**src/verilog/pwrmon_pkg.sv**
```systemverilog
// constants, types and helpers shared by the power monitor register logic
`default_nettype none
package pwrmon_pkg;
   // register pointer addresses
   localparam logic [7:0] ADDR_CONFIG  = 8'h00;
   localparam logic [7:0] ADDR_CURRENT = 8'h01;
   localparam logic [7:0] ADDR_BUS     = 8'h02;
   // configuration word field positions
   localparam int unsigned CFG_RST_BIT = 15;
   localparam int unsigned CFG_FIX_HI  = 14;
   localparam int unsigned CFG_FIX_LO  = 12;
   localparam int unsigned AVG_HI      = 11;
   localparam int unsigned AVG_LO      = 9;
   localparam int unsigned VCT_HI      = 8;
   localparam int unsigned VCT_LO      = 6;
   localparam int unsigned ICT_HI      = 5;
   localparam int unsigned ICT_LO      = 3;
   localparam int unsigned MODE_HI     = 2;
   localparam int unsigned MODE_LO     = 0;
   // mode bit meanings
   localparam int unsigned MODE_SHUNT_BIT = 0;
   localparam int unsigned MODE_BUS_BIT   = 1;
   localparam int unsigned MODE_CONT_BIT  = 2;
   // reset values of the fields
   localparam logic [2:0]  CFG_FIXED  = 3'h6;
   localparam logic [2:0]  AVG_RESET  = 3'h0;
   localparam logic [2:0]  CT_RESET   = 3'h4;
   localparam logic [2:0]  MODE_RESET = 3'h7;
   localparam logic [11:0] CFG_RESET  = {AVG_RESET, CT_RESET, CT_RESET, MODE_RESET};
   // result scaling: one step is 1250 uA or 1250 uV, full code 7fff
   localparam int unsigned CURRENT_LSB_UA = 1250;
   localparam int unsigned BUS_LSB_UV     = 1250;
   localparam logic [15:0] BUS_FULL_CODE  = 16'h7fff;
   // timing: conversion times are counted in 1 us ticks
   localparam int unsigned CLK_PERIOD_NS = 10;
   localparam int unsigned TICK_NS       = 1000;
   localparam int unsigned TICK_CYCLES   = TICK_NS / CLK_PERIOD_NS;
   localparam int unsigned TICK_W        = 16;
   localparam int unsigned TIMER_W       = 14;
   localparam logic [TIMER_W-1:0] TIMER_LAST = 14'h0001;
   localparam logic [TIMER_W-1:0] CONV_US [8] = '{14'd140, 14'd204, 14'd332, 14'd588,
                                                  14'd1100, 14'd2116, 14'd4156, 14'd8244};
   // averaging: 1,4,16,64,128,256,512,1024 samples as shifts
   localparam int unsigned MAX_SHIFT = 10;
   localparam int unsigned SHIFT_W   = 4;
   localparam logic [SHIFT_W-1:0] AVG_SHIFT [8] = '{4'h0, 4'h2, 4'h4, 4'h6, 4'h7, 4'h8, 4'h9, 4'ha};
   // sequencer states, one-hot
   typedef enum logic [3:0] {
      ST_IDLE   = 4'h1,
      ST_SHUNT  = 4'h2,
      ST_BUS    = 4'h4,
      ST_FINISH = 4'h8
   } seq_state_t;
   // conversion time code to microseconds
   function automatic logic [TIMER_W-1:0] conv_us(input logic [2:0] code);
      return CONV_US[code];
   endfunction : conv_us
endpackage : pwrmon_pkg
`default_nettype wire

```
**src/verilog/avg_if.sv**
```systemverilog
// carrier between the sequencer and one channel averager
`timescale 1ns/100ps
`default_nettype none
interface avg_if #(
   parameter int unsigned W       = 16,
   parameter int unsigned SHIFT_W = 4
);
   logic                clear;        // drop partial sums
   logic                sample_valid; // one new sample
   logic signed [W-1:0] sample;       // sample value
   logic [SHIFT_W-1:0]  shift;        // log2 of sample count
   logic signed [W-1:0] result;       // averaged value
   logic                result_valid; // pulse with result
   modport seq (output clear, sample_valid, sample, shift, input result, result_valid);
   modport avg (input clear, sample_valid, sample, shift, output result, result_valid);
endinterface : avg_if
`default_nettype wire

```
**src/verilog/conv_averager.sv**
```systemverilog
// sums a power-of-two number of samples and emits their mean
`timescale 1ns/100ps
`default_nettype none
module conv_averager #(
   parameter int unsigned W         = 16,
   parameter int unsigned MAX_SHIFT = 10
) (
   input wire logic clk_in,
   input wire logic rst_n_in,
   avg_if.avg       port
);
   localparam int unsigned AW = W + MAX_SHIFT;
   localparam int unsigned CW = MAX_SHIFT + 1;

   logic signed [AW-1:0] acc_q;   // running sum
   logic signed [AW-1:0] acc_d;   // sum with new sample
   logic [CW-1:0]        cnt_q;   // samples summed
   logic [CW-1:0]        cnt_d;   // count with new sample
   logic [CW-1:0]        target;  // samples per average

   // sign-extending the sample keeps negative currents right
   always_comb begin
      acc_d  = acc_q + AW'(port.sample);
      cnt_d  = cnt_q + CW'(1);
      target = CW'(1) << port.shift;
   end

   // accumulate, then divide by shifting; arithmetic shift keeps sign
   always_ff @(posedge clk_in) begin
      if (!rst_n_in || port.clear) begin
         acc_q             <= '0;
         cnt_q             <= '0;
         port.result_valid <= 1'b0;
         if (!rst_n_in) begin
            port.result <= '0;
         end
      end else begin
         port.result_valid <= 1'b0;
         if (port.sample_valid) begin
            if (cnt_d == target) begin
               port.result       <= W'(acc_d >>> port.shift);
               port.result_valid <= 1'b1;
               acc_q             <= '0;
               cnt_q             <= '0;
            end else begin
               acc_q <= acc_d;
               cnt_q <= cnt_d;
            end
         end
      end
   end
endmodule : conv_averager
`default_nettype wire

```
**src/verilog/pwrmon_regs.sv**
```systemverilog
// configuration, conversion sequencing and result registers of the monitor
// Functional notes
// - writing one to bit 15 resets everything
// - soft reset restores defaults, bit reads zero
// - averaging field picks 1 to 1024 samples
// - bus conversion time from bits 8..6
// - shunt conversion time from bits 5..3
// - mode 000 or 100 is power-down
// - modes 001..011 trigger a single measurement
// - modes 101..111 measure continuously
// - mode resets to 111, continuous both
// - reset: one sample, both times 1.1 ms
// - current result is signed two's complement
// - current step is 1.25 mA
// - results hold averaged values
// - bus result holds latest bus average
// - bus step 1.25 mV, 7fff full scale
// - bus result bit 15 reads zero
// - config write halts and restarts conversion
// - config reads disturb nothing
`timescale 1ns/100ps
`default_nettype none
module pwrmon_regs #(
   parameter int unsigned TICK_CYCLES = pwrmon_pkg::TICK_CYCLES
) (
   input  wire logic        clk_in,
   input  wire logic        rst_n_in,
   input  wire logic        reg_wr_in,
   input  wire logic        reg_rd_in,
   input  wire logic [7:0]  reg_addr_in,
   input  wire logic [15:0] reg_wdata_in,
   output logic      [15:0] reg_rdata_out,
   input  wire logic [15:0] current_sample_in,
   input  wire logic [14:0] bus_sample_in,
   output logic             conv_ready_out,
   output logic             conv_active_out
);
   localparam int unsigned RW = pwrmon_pkg::MAX_SHIFT + 1;

   logic                               soft_rst_q;    // self-clearing reset pulse
   logic                               sys_rst;       // pin or soft reset
   logic                               cfg_wr;        // config write this cycle
   logic [11:0]                        cfg_q;         // writable config bits
   logic [2:0]                         mode;          // operating mode field
   logic [2:0]                         vct;           // bus conversion code
   logic [2:0]                         ict;           // shunt conversion code
   logic [2:0]                         avg;           // averaging code
   logic                               shunt_en;      // mode measures current
   logic                               bus_en;        // mode measures voltage
   logic                               cont;          // mode repeats
   logic [pwrmon_pkg::TICK_W-1:0]      tick_cnt_q;    // 1 us divider
   logic                               tick_q;        // 1 us enable pulse
   pwrmon_pkg::seq_state_t             state_q;       // sequencer state
   logic                               pending_q;     // conversion requested
   logic [pwrmon_pkg::TIMER_W-1:0]     timer_q;       // us left in conversion
   logic                               timer_done;    // last us of conversion
   logic [RW-1:0]                      round_q;       // rounds taken
   logic [RW-1:0]                      rounds;        // rounds per average
   pwrmon_pkg::seq_state_t             first_state;   // first channel of round
   logic [pwrmon_pkg::TIMER_W-1:0]     first_time;    // its conversion time
   logic [15:0]                        current_q;     // current result
   logic [15:0]                        bus_q;         // bus voltage result

   avg_if #(.W(16), .SHIFT_W(pwrmon_pkg::SHIFT_W)) ch_if[2] ();

   // software reset runs one cycle then clears itself; only the pin resets it
   // the !soft_rst_q term stops a strobe held over the pulse from retriggering it
   always_ff @(posedge clk_in) begin
      if (!rst_n_in) begin
         soft_rst_q <= 1'b0;
      end else begin
         soft_rst_q <= cfg_wr && reg_wdata_in[pwrmon_pkg::CFG_RST_BIT] && !soft_rst_q;
      end
   end

   // field decode of the stored configuration
   // the fixed pattern of bits 14..12 is never stored, only rebuilt on read
   always_comb begin
      sys_rst  = !rst_n_in || soft_rst_q;
      cfg_wr   = reg_wr_in && reg_addr_in == pwrmon_pkg::ADDR_CONFIG;
      mode     = cfg_q[pwrmon_pkg::MODE_HI:pwrmon_pkg::MODE_LO];
      ict      = cfg_q[pwrmon_pkg::ICT_HI:pwrmon_pkg::ICT_LO];
      vct      = cfg_q[pwrmon_pkg::VCT_HI:pwrmon_pkg::VCT_LO];
      avg      = cfg_q[pwrmon_pkg::AVG_HI:pwrmon_pkg::AVG_LO];
      // 000 and 100 enable neither channel, so nothing converts
      shunt_en = mode[pwrmon_pkg::MODE_SHUNT_BIT];
      bus_en   = mode[pwrmon_pkg::MODE_BUS_BIT];
      cont     = mode[pwrmon_pkg::MODE_CONT_BIT];
      rounds   = RW'(1) << pwrmon_pkg::AVG_SHIFT[avg];
      timer_done = tick_q && timer_q == pwrmon_pkg::TIMER_LAST;
      // shunt goes first when both channels are on
      if (shunt_en) begin
         first_state = pwrmon_pkg::ST_SHUNT;
         first_time  = pwrmon_pkg::conv_us(ict);
      end else begin
         first_state = pwrmon_pkg::ST_BUS;
         first_time  = pwrmon_pkg::conv_us(vct);
      end
   end

   // configuration store; a write with the reset bit set stores nothing
   // trade-off: storing only 12 bits keeps bit 15 from ever reading one
   always_ff @(posedge clk_in) begin
      if (sys_rst) begin
         cfg_q <= pwrmon_pkg::CFG_RESET;
      end else if (cfg_wr && !reg_wdata_in[pwrmon_pkg::CFG_RST_BIT]) begin
         cfg_q <= reg_wdata_in[pwrmon_pkg::AVG_HI:0]; // bits 14..12 dropped
      end
   end

   // 1 us enable; restarted by a config write so timing starts afresh
   // limitation: conversion times are only as exact as TICK_CYCLES
   always_ff @(posedge clk_in) begin
      if (sys_rst || cfg_wr) begin
         tick_cnt_q <= '0;
         tick_q     <= 1'b0;
      end else if (tick_cnt_q == pwrmon_pkg::TICK_W'(TICK_CYCLES - 1)) begin
         tick_cnt_q <= '0;
         tick_q     <= 1'b1;
      end else begin
         tick_cnt_q <= tick_cnt_q + pwrmon_pkg::TICK_W'(1);
         tick_q     <= 1'b0;
      end
   end

   // conversion sequencer: shunt then bus per round, rounds per average
   // one timer serves both channels, so their conversions never overlap
   always_ff @(posedge clk_in) begin
      if (sys_rst || cfg_wr) begin
         // a write aborts the running conversion and requests a new one
         state_q   <= pwrmon_pkg::ST_IDLE;
         pending_q <= 1'b1;
         timer_q   <= '0;
         round_q   <= '0;
      end else begin
         case (state_q)
            pwrmon_pkg::ST_IDLE: begin
               // power-down leaves the request parked
               if (pending_q && (shunt_en || bus_en)) begin
                  pending_q <= 1'b0;
                  state_q   <= first_state;
                  timer_q   <= first_time;
               end
            end
            pwrmon_pkg::ST_SHUNT, pwrmon_pkg::ST_BUS: begin
               if (tick_q) begin
                  timer_q <= timer_q - pwrmon_pkg::TIMER_W'(1);
               end
               if (timer_done) begin
                  if (state_q == pwrmon_pkg::ST_SHUNT && bus_en) begin
                     state_q <= pwrmon_pkg::ST_BUS;
                     timer_q <= pwrmon_pkg::conv_us(vct);
                  end else if (round_q + RW'(1) == rounds) begin
                     state_q <= pwrmon_pkg::ST_FINISH;
                     round_q <= '0;
                  end else begin
                     round_q <= round_q + RW'(1);
                     state_q <= first_state;
                     timer_q <= first_time;
                  end
               end
            end
            pwrmon_pkg::ST_FINISH: begin
               // triggered modes stop here, continuous ones go again
               state_q   <= pwrmon_pkg::ST_IDLE;
               pending_q <= cont;
            end
            default: begin
               state_q <= pwrmon_pkg::ST_IDLE;
            end
         endcase
      end
   end

   // status outputs, registered
   // both lag the sequencer by one cycle since they come from its state
   always_ff @(posedge clk_in) begin
      if (sys_rst) begin
         conv_ready_out  <= 1'b0;
         conv_active_out <= 1'b0;
      end else begin
         conv_ready_out  <= state_q == pwrmon_pkg::ST_FINISH;
         conv_active_out <= state_q != pwrmon_pkg::ST_IDLE;
      end
   end

   // channel averagers: 0 is shunt current, 1 is bus voltage
   // both share one shift; the round counter keeps their sample counts equal
   for (genvar i = 0; i < 2; i++) begin : g_ch
      assign ch_if[i].clear        = sys_rst || cfg_wr;
      assign ch_if[i].shift        = pwrmon_pkg::AVG_SHIFT[avg];
      assign ch_if[i].sample_valid = timer_done &&
         state_q == (i == 0 ? pwrmon_pkg::ST_SHUNT : pwrmon_pkg::ST_BUS);
      // front end delivers codes already at 1.25 mA and 1.25 mV per step
      assign ch_if[i].sample = (i == 0) ? current_sample_in : {1'b0, bus_sample_in};
      conv_averager #(.W(16), .MAX_SHIFT(pwrmon_pkg::MAX_SHIFT)) u_avg (
         .clk_in   (clk_in),
         .rst_n_in (!sys_rst),
         .port     (ch_if[i])
      );
   end

   // result words load only when an average completes
   // a host read mid-average still sees the previous complete result
   always_ff @(posedge clk_in) begin
      if (sys_rst) begin
         current_q <= '0;
         bus_q     <= '0;
      end else begin
         if (ch_if[0].result_valid) begin
            current_q <= ch_if[0].result; // signed
         end
         if (ch_if[1].result_valid) begin
            bus_q <= {1'b0, ch_if[1].result[14:0]};
         end
      end
   end

   // read port; a read changes nothing but the read data
   // read data holds until the next read, so a slow host can fetch it late
   always_ff @(posedge clk_in) begin
      if (sys_rst) begin
         reg_rdata_out <= '0;
      end else if (reg_rd_in) begin
         case (reg_addr_in)
            pwrmon_pkg::ADDR_CONFIG:  reg_rdata_out <= {1'b0, pwrmon_pkg::CFG_FIXED, cfg_q};
            pwrmon_pkg::ADDR_CURRENT: reg_rdata_out <= current_q;
            pwrmon_pkg::ADDR_BUS:     reg_rdata_out <= bus_q;
            default:                  reg_rdata_out <= '0; // unmapped reads zero
         endcase
      end
   end
endmodule : pwrmon_regs
`default_nettype wire

```
**config.mk**
```make
export PLATFORM = sky130hd
export DESIGN_NAME = pwrmon_regs
export DESIGN_NICKNAME = d
export VERILOG_FILES = /design/src/verilog/pwrmon_pkg.sv /design/src/verilog/avg_if.sv /design/src/verilog/conv_averager.sv /design/src/verilog/pwrmon_regs.sv
export SDC_FILE = /design/constraint.sdc
export NUM_CORES = 1
export LEC_CHECK = 0
export BUFFER_PORTS_ARGS = -buffer_cell sky130_fd_sc_hd__buf_2
export CAP_MARGIN = 15
export CORE_MARGIN = 8
export CORE_UTILIZATION = 63
export CTS_CLUSTER_DIAMETER = 100
export DETAILED_ROUTE_END_ITERATION = 7
export HOLD_SLACK_MARGIN = 0.02
export PLACE_DENSITY = 0.81
export SYNTH_ARGS = -nofsm -noshare
export SYNTH_HDL_FRONTEND = slang
export SYNTH_HIERARCHICAL = 1
export SYNTH_SLANG_ARGS = --single-unit
```
**constraint.sdc**
```tcl
create_clock -name clk_in -period 4.5 [get_ports clk_in]
set_input_delay 0.45 -clock clk_in [delete_from_list [all_inputs] [get_ports clk_in]]
set_output_delay 0.45 -clock clk_in [all_outputs]
set_load 0.05 [all_outputs]
```
# After elaboration in Yosys (flattened, before gate mapping)
# Memories as Yosys holds them, arrays and structs flattened.
# Index checks and enable logic that the tools add are counted.
[word_totals] regBits=216 rom_bits=256 output_inout_bits=18 elab_cells=128 memories=3
[memory_table] name="(name not given)" words=8 width=14 rd=1 rd_clocked_by_memory_dff=0 write_ports=0 line="pwrmon_pkg.sv:56" text="return CONV_US[code];"
[memory_table] name="(name not given)" words=8 width=14 rd=1 rd_clocked_by_memory_dff=0 write_ports=0 line="pwrmon_pkg.sv:56"
[memory_table] name="(name not given)" words=8 width=4 rd=1 rd_clocked_by_memory_dff=0 write_ports=0 line="pwrmon_regs.sv:191" text="assign ch_if[i].shift = pwrmon_pkg::AVG_SHIFT[avg];"
[classes] addsub=7 magnitude_cmp=3 eq_ne=15 shifts=3 muxes=37 n_bitwise=6 reduce_logical=33
[op_table] op="$mux W14" count=10
[op_table] op="$mux W16" count=4
[op_table] op="$add A26 B16 Y26" count=2
[op_table] op="$mux W26" count=2
[op_table] op="$pmux W16 S3" count=1
[op_table] op="$mux W15" count=3
[op_table] op="$add A11 B1 Y11 const B" count=3
[op_table] op="$eq A11 B11 Y1" count=3
[op_table] op="$mux W11" count=3
[op_table] op="$pmux W14 S2" count=1
[op_table] op="$sshr A26 B4 Y15" count=1
[op_table] op="$sshr A26 B4 Y16" count=1
[op_table] op="$mux W4" count=6
[op_table] op="$add A16 B1 Y16 const B" count=1
[op_table] op="$eq A16 B7 Y1 const B" count=1
[op_table] op="$eq A14 B1 Y1 const B" count=1
[op_table] op="$sub A14 B1 Y14 const B" count=1
[op_table] op="$ge A4 B4 Y1 const B" count=3
[op_table] op="$not A3 Y4" count=3
[op_table] op="$reduce_bool A2 Y1" count=6
[op_table] op="$shl A1 B4 Y11 const A" count=1
[op_table] op="$logic_and A1 B1 Y1" count=9
[op_table] op="$reduce_and A3 Y1" count=3
[op_table] op="$eq A8 B1 Y1 const B" count=1
[op_table] op="17 further kinds" count=34

# Depth between registers and ports, before layout
# Gate-level depths: netlist (run 1).
[logic_depth] depth_word=10 mapped_depth=15 mapped_depth_nobuf=12

# Cells and area by module
# Netlist (run 1), hierarchy kept.
[by_module_without_submodules] module="conv_averager" instances=2 cells_per_inst=699 area_each_um2=5361.4 seq_area_each_um2=1241.2
[by_module_without_submodules] module="pwrmon_regs" instances=1 cells_per_inst=758 area_each_um2=5958.2 seq_area_each_um2=2182.1

# Least setup slack after synthesis (run 1)
# No wires, ideal clock.
[synth_path] path_type="reg-to-reg" from="register cfg_q[9]" to="register g_ch[0].u_avg.port.result[0] (enable)" arrival_ps=3485 required_ps=4123 setup_slack_ps=638 path_stages_with_launch=13 n_path_buf=1 cell_sequence="dfxtp_1 buf_2 inv_1 ha_1 a21oi_1 nand2_1 nor3_1 xor2_1 xnor2_1 nor4_2 nand4_4 or2_1 o21ai_2"
[synth_between] elab_chain_len=8
[synth_lines] element="start, declared" line="pwrmon_regs.sv:43" text="logic [11:0] cfg_q;"
[synth_lines] element="start signal, assigned" line="pwrmon_regs.sv:105" text="cfg_q <= pwrmon_pkg::CFG_RESET;"
[synth_lines] element="start signal, assigned" line="pwrmon_regs.sv:107" text="cfg_q <= reg_wdata_in[pwrmon_pkg::AVG_HI:0];"
[synth_lines] element="$not A3 Y4 (not written as such)" line="pwrmon_regs.sv:191"
[synth_lines] element="$mem_v2 Z8 W4"
[synth_lines] element="$mux W4 (2 in a row)"
[synth_lines] element="named net ch_if[0].shift[1]" line="avg_if.sv:11" text="logic [SHIFT_W-1:0] shift;"
[synth_lines] element="$shl A1 B4 Y11"
[synth_lines] element="$eq A11 B11 Y1" line="conv_averager.sv:40" text="if (cnt_d == target) begin"
[synth_lines] element="$reduce_bool A2 Y1 (no line)"
[synth_lines] element="$reduce_and A3 Y1 (no line)"
[synth_lines] element="end signal, assigned" line="conv_averager.sv:41" text="port.result <= W'(acc_d >>> port.shift);"
[synth_lines] element="end, declared" line="avg_if.sv:15" text="modport avg (input clear, sample_valid, sample, shift, output result, result_valid);"
# The timed path passes the listed nets, and every way through them passes these cells. The select of a mux whose other input is x is not followed.
# A chain may end at the register's enable or synchronous reset.

# Worst setup path in the final report (run 1)
[layout_path] from="register cfg_q[11]" to="register g_ch[0].u_avg.port.result[5] (data pin)"
[layout_between] elab_chain_len=8
[layout_lines] element="$not A3 Y4 (not written as such)" line="pwrmon_regs.sv:191"
[layout_lines] element="$mem_v2 Z8 W4"
[layout_lines] element="$mux W4 (2 in a row)"
[layout_lines] element="named net ch_if[0].shift[0]" line="avg_if.sv:11"
[layout_lines] element="$sshr A26 B4 Y16" line="conv_averager.sv:41"
[layout_lines] element="$mux W16" line="conv_averager.sv:40"
[layout_lines] element="$mux W16" line="conv_averager.sv:39" text="if (port.sample_valid) begin"
[layout_lines] element="$mux W16" line="conv_averager.sv:30" text="if (!rst_n_in || port.clear) begin"
# The timed path passes the listed nets, and every way through them passes these cells. The select of a mux whose other input is x is not followed.

==> results.txt, run 1 <==
Clk buf depth - 3
Status - complete, no violations
Levels on crit path - 11
Nets - 2,259
Placed insts - 2,448
Setup crit end - g_ch[0].u_avg/port.result[5]$_SDFFCE_PP0P_
Clk_skew - 0.0140 ns
Area post-placement - 17,000 sq um
Number of global-route vias before repair - 15,360
Final worst slack - 0.608 ns
Fin. max-slew vios - 0
Final Hold Slack - 0.122 ns
TritonCTS Sinks - 216
Final Hold Fails - 0
DRC violations left - 0
Die area - 31,800 sq um
Utilization after layout - 68.9%
Largest delay share family, worst path - simple AND/OR/NAND/NOR gates
Syn avg cell area - 7.73 sq um
TritonCTS clock tree - yes
Resized cells post-CTS - 0
Critical Path AT - 4.24 ns
Met1 Use GR - 37.5%
Detail Placement HPWL - 32,200 microns
Core Region - 26,000 sq um
Routed WL - 45,400 microns
FP Rows - 59
Overall Global Routing Usage - 27.6%
WP data required - 4.85 ns
Cell with the largest stage delay on the worst path - nor2b_4
Synthesis Warnings - 6
# Post-CTS Setup Buffers - 0
Layout Cells excl Fill - 2,494
Final min period - 3.89 ns
Inserted Diodes - 0
Final Power - 5.15 mW
Max Cap Viol - 0
Worst Setup End Kind - flip-flop
Crit start category - flip-flop
Vias after detailed routing - 16,367
WHS Path Cells - 3
Clk pin slew, worst setup/hold paths - 0.06 ns
Reg-to-Reg Start - cfg_q[11]$_SDFFE_PN0P_
Flop2flop setup slack - 0.61 ns
Leak pwr - 6.79 nW
Crit Path Class - reg2reg
Post-cts hold buffer count - 0
Gpl congestion - 0.976
Worst-path fanout max - 38
Worst Hold Class - in2reg
Starting Density - 64.0%
Reg-to-Reg End - g_ch[0].u_avg/port.result[5]$_SDFFCE_PP0P_
Antenna violations before repair - 0
Horiz. Die Dim - 178 microns
FF-to-FF path depth - 11
Relative max-transition margin - 40.4%
Boundary Pins - 77
Final Instance Area - 17,900 sq um
Slew @ Worst Pin - 0.892 ns
Worst setup path start - cfg_q[11]$_SDFFE_PN0P_
Met2 usage - 45.0%
Mapped Area - 16,600 sq um
Pre-CTS setup slack - 0.697 ns
Num CTS Buffers - 25
Initial DRC Count - 1,757
Total congestion overflow - 0
WP buf/inv - 3
# port buffers - 73
Wirelength per Cell - 18.2 microns
Final Cycle Share - 86.5%
Busiest layer in global routing - met2
Root Driver - clkbuf_16
Latest clock arrival within the worst-skew pair - 0.55 ns
Count of final setup violators - 0
DIE HEIGHT - 178 microns
# fillers - 2,209
Post-DRT Antenna Nets - 0
Peak VDD IR - 0.315 mV
RSZ-0062 raised after global routing - no
Share of post-route cells with drive strength above 1 - 10.4%
Via/cell ratio - 6.56
Pin count of the biggest net entering global routing - 57
Cells after synthesis - 2,151
Crit-path cells - nor2b_4 > buf_4 > inv_1 > buf_4 > nor3_1 > nand3_1 > nand3_1 > a31oi_1 > a21boi_0 > mux2i_1 > a211oi_1
H-tree depth - 1
Synth-to-layout area growth - 7.66%
PD cells - 288 nW/um^2
GRT met3 Usage - 3.07%
Global-route wire length before repair - 74,900 microns
Pre-Repair DR Iteration Count - 8
CP max stage delay - 0.73 ns
Max Clk Rate - 257 MHz
Total negative slack - 0 ns
-- area by class of cell --
type | count | area, sq um | share of cell area [%]
Multi-Input combinational cell | 1752 | 11200 | 62.6
Sequential cell | 216 | 4630 | 25.9
Clock buffer | 34 | 699 | 3.91
Timing Repair Buffer | 105 | 606 | 3.38
Tap cell | 335 | 419 | 2.34
Clock inverter | 12 | 181 | 1.01
Inverter | 40 | 150 | 0.839
-- layer usage --
metal	wire length, microns	part of all wire, %
met1	19900	44
met2	20600	45
met3	3390	7.5
met4	1480	3.3
met5	0	0
-- registers in the layout, summed over array words and instances, names as in the netlist, 4 cells and up --
| register | cells |
|---|---|
| bus_q | 15 |
| g_ch.u_avg/port.result | 31 |
| current_q | 16 |
| timer_q | 14 |
| reg_rdata_out | 16 |
| round_q | 11 |
| g_ch.u_avg/cnt_q | 22 |
| cfg_q | 12 |
| state_q | 4 |
| g_ch.u_avg/acc_q | 52 |
| tick_cnt_q | 16 |
-- report_power, final --
| part | internal [mW] | switching (mW) |
|---|---|---|
| Combinational | 0.300 | 0.566 |
| Clock | 1.33 | 0.846 |
| Sequential | 2.03 | 0.0790 |
| Total | 3.66 | 1.49 |
-- layout by cell type, fill, tap and decap left out, drive strengths merged, types with 7 or more instances in the layout --
master	n
o2111ai	8
and4	14
and3	30
xor2	37
nor4	28
o31ai	11
nand3	108
nor2b	24
a21oi	208
o21ai	131
a21o	19
a22oi	20
xnor2	52
edfxtp	31
nor3b	7
clkbuf	34
o211ai	27
ha	58
a21boi	8
mux2	14
inv	40
clkinv	7
nand2b	22
dfxtp	185
a211oi	55
a31oi	19
mux2i	121
and2	12
nand3b	14
nand2	271
conb	11
or3	8
nor3	52
buf	105
or2	11
nor2	210
o22ai	7
nand4	29
-- worst min path at each step --
stage	start	to
after CTS	reg_wdata_in[5]	cfg_q[5]$_SDFFE_PN1P_
final	reg_wdata_in[5]	cfg_q[5]$_SDFFE_PN1P_
after floorplan	tick_cnt_q[0]$_SDFF_PP0_	tick_cnt_q[0]$_SDFF_PP0_
after detailed placement	tick_cnt_q[0]$_SDFF_PP0_	tick_cnt_q[0]$_SDFF_PP0_
after global routing	reg_wdata_in[5]	cfg_q[5]$_SDFFE_PN1P_
after global placement	tick_cnt_q[0]$_SDFF_PP0_	tick_cnt_q[0]$_SDFF_PP0_
-- tightest hold or removal path, cell delays in order --
cell and delay, ns:
buf_2 0.07, nand2_1 0.04, nand3_1 0.06
Power figures use the tool's default switching activity.
==> inputs of run 2 (changes only) <==
- PLACE_DENSITY: 0.81 -> 0.79
==> run 2 against run 1 <==
  * Clock power is essentially flat
  * Critical path depth grew 1
  * Core utilization shrank 0.13 points
  * Sequential power is essentially flat
  * Power shrank 0.82%
  * Maximum frequency grew 0.62%
  * Final area shrank 0.19%
==> results.txt, run 2 (synthesized netlist as in run 1, its figures left out) <==
PD cells - 286 nW/um^2 (was 288 nW/um^2)
RSZ-0062 raised after global routing - no (unchanged)
Pin count of the biggest net entering global routing - 46 (was 57)
Pre-Repair DR Iteration Count - 6 (was 8)
Nets - 2,257 (was 2,259)
Leading cell type in the layout, fill and taps excluded - nand2_1 (unchanged)
Horiz. Die Dim - 178 microns (unchanged)
Number of global-route vias before repair - 15,173 (was 15,360)
Wirelength per Cell - 18.3 microns (was 18.2 microns)
Max Clk Rate - 259 MHz (was 257 MHz)
Worst setup path start - cfg_q[10]$_SDFFE_PN0P_ (was cfg_q[11]$_SDFFE_PN0P_)
Flop2flop setup slack - 0.63 ns (was 0.61 ns)
# port buffers - 73 (unchanged)
TritonCTS clock tree - yes (unchanged)
Peak VDD IR - 0.321 mV (was 0.315 mV)
Count of final setup violators - 0 (unchanged)
Met2 usage - 44.2% (was 45.0%)
Final Hold Slack - 0.128 ns (was 0.122 ns)
Relative max-transition margin - 33.9% (was 40.4%)
FP Rows - 59 (unchanged)
Routed WL - 45,500 microns (was 45,400 microns)
Vias after detailed routing - 16,333 (was 16,367)
FF-to-FF path depth - 12 (was 11)
Slew @ Worst Pin - 0.989 ns (was 0.892 ns)
Busiest layer in global routing - met2 (unchanged)
Total negative slack - 0 ns (unchanged)
Reg-to-Reg Start - cfg_q[10]$_SDFFE_PN0P_ (was cfg_q[11]$_SDFFE_PN0P_)
Max reg flops - 52 (unchanged)
Boundary Pins - 77 (unchanged)
Detail Placement HPWL - 32,200 microns (about the same)
Setup crit end - g_ch[1].u_avg/port.result[11]$_SDFFCE_PP0P_ (was g_ch[0].u_avg/port.result[5]$_SDFFCE_PP0P_)
Clk_skew - 0.0240 ns (was 0.0140 ns)
Reg-to-Reg End - g_ch[1].u_avg/port.result[11]$_SDFFCE_PP0P_ (was g_ch[0].u_avg/port.result[5]$_SDFFCE_PP0P_)
Overall Global Routing Usage - 27.6% (about the same)
Critical Path AT - 4.10 ns (was 4.24 ns)
GRT met3 Usage - 3.56% (was 3.07%)
Die area - 31,800 sq um (unchanged)
Num CTS Buffers - 25 (unchanged)
Final Cycle Share - 86.0% (was 86.5%)
Latest clock arrival within the worst-skew pair - 0.55 ns (about the same)
Core Region - 26,000 sq um (unchanged)
WP data required - 4.73 ns (was 4.85 ns)
DIE HEIGHT - 178 microns (unchanged)
Post-DRT Antenna Nets - 0 (unchanged)
Clk pin slew, worst setup/hold paths - 0.06 ns (about the same)
Most frequent cells in the layout - nand2_1, nor2_1, a21oi_1 (unchanged)
Gpl congestion - 0.984 (was 0.976)
Post-cts hold buffer count - 0 (unchanged)
Inserted Diodes - 0 (unchanged)
Share of post-route cells with drive strength above 1 - 10.2% (was 10.4%)
H-tree depth - 1 (unchanged)
Starting Density - 64.0% (unchanged)
Max Cap Viol - 0 (unchanged)
Worst Setup End Kind - flip-flop (unchanged)
Crit start category - flip-flop (unchanged)
Clk buf depth - 3 (unchanged)
DRC violations left - 0 (unchanged)
Leak pwr - 6.77 nW (was 6.79 nW)
Antenna violations before repair - 0 (unchanged)
Synth-to-layout area growth - 7.46% (was 7.66%)
Via/cell ratio - 6.55 (was 6.56)
Crit Path Class - reg2reg (unchanged)
Final Hold Fails - 0 (unchanged)
Top reg by flops - g_ch.u_avg/acc_q (unchanged)
Met1 Use GR - 37.7% (was 37.5%)
Status - complete, no violations (unchanged)
Largest regs - g_ch.u_avg/acc_q (52), g_ch.u_avg/port.result (31), g_ch.u_avg/cnt_q (22) (unchanged)
Worst Hold Class - in2reg (unchanged)
Worst-path fanout max - 25 (was 38)
# Post-CTS Setup Buffers - 0 (unchanged)
Fin. max-slew vios - 0 (unchanged)
WHS Path Cells - 3 (unchanged)
Root Driver - clkbuf_16 (unchanged)
Total congestion overflow - 0 (unchanged)
Initial DRC Count - 1,685 (was 1,757)
TritonCTS Sinks - 216 (unchanged)
Global-route wire length before repair - 74,600 microns (was 74,900 microns)
Resized cells post-CTS - 0 (unchanged)
Final min period - 3.87 ns (was 3.89 ns)
[run 2: cell count changes in the layout (fill, tap and decap cells not counted), sizes merged]
cell	previous run	this run
clkinv	7	5
buf	105	103
clkbuf	34	36
[run 2: worst min path at each step]
stage                                        start                  endpoint  slack [ns]
final                              reg_wdata_in[8]     cfg_q[8]$_SDFFE_PN1P_        0.13
after detailed placement  tick_cnt_q[0]$_SDFF_PP0_  tick_cnt_q[0]$_SDFF_PP0_        0.45
after global routing               reg_wdata_in[8]     cfg_q[8]$_SDFFE_PN1P_        0.12
after CTS                          reg_wdata_in[8]     cfg_q[8]$_SDFFE_PN1P_        0.11
after floorplan           tick_cnt_q[0]$_SDFF_PP0_  tick_cnt_q[0]$_SDFF_PP0_        0.43
after global placement    tick_cnt_q[0]$_SDFF_PP0_  tick_cnt_q[0]$_SDFF_PP0_        0.44
[run 2: cell type report]
cell class              count  area [sq um]
flip-flops and latches    216          4630
well taps                 335           419
multi-input cells        1752         11200
repair buffers            103           591
clock inverters            10           175
inverters                  40           150
fillers                  2192          8120
clock buffers              36           687
[run 2: stage by stage]
stage / power, mW / util, % / cells / cell area [sq um] / worst slack (ns)
after floorplan: 2.76 / - / 2161 / 16700 / 0.638
after global placement: 2.95 / 65.4 / 2446 / 17000 / 0.815
after detailed placement: 2.98 / 65.4 / 2446 / 17000 / 0.669
after CTS: 5.12 / 68.7 / 2492 / 17900 / 0.646
after global routing: 5.31 / 68.7 / 2492 / 17900 / 0.364
final: 5.11 / 68.7 / 2492 / 17900 / 0.632
[run 2: worst max-delay path, cell delays in order, from the launching register on]
cell,delay (ns)
dfxtp_1,0.38
inv_1,0.13
ha_1,0.36
a21o_1,0.78
and4bb_2,0.42
mux2i_1,0.10
mux2i_1,0.16
mux2i_1,0.10
nor4_2,0.26
nand4_4,0.13
or2_1,0.25
o21ai_2,0.22
buf_4,0.25
[run 2: per-layer routing]
layer | share of wire [%] | vias to the layer above
met5 | 0 | -
met4 | 3.1 | 0
met3 | 7.3 | 123
met2 | 45 | 709
met1 | 45 | 7664
li1 | - | 7837
[run 2: where the power goes]
group | internal [mW] | switching, mW
Combinational | 0.300 | 0.562
Sequential | 2.03 | 0.0767
Clock | 1.30 | 0.835
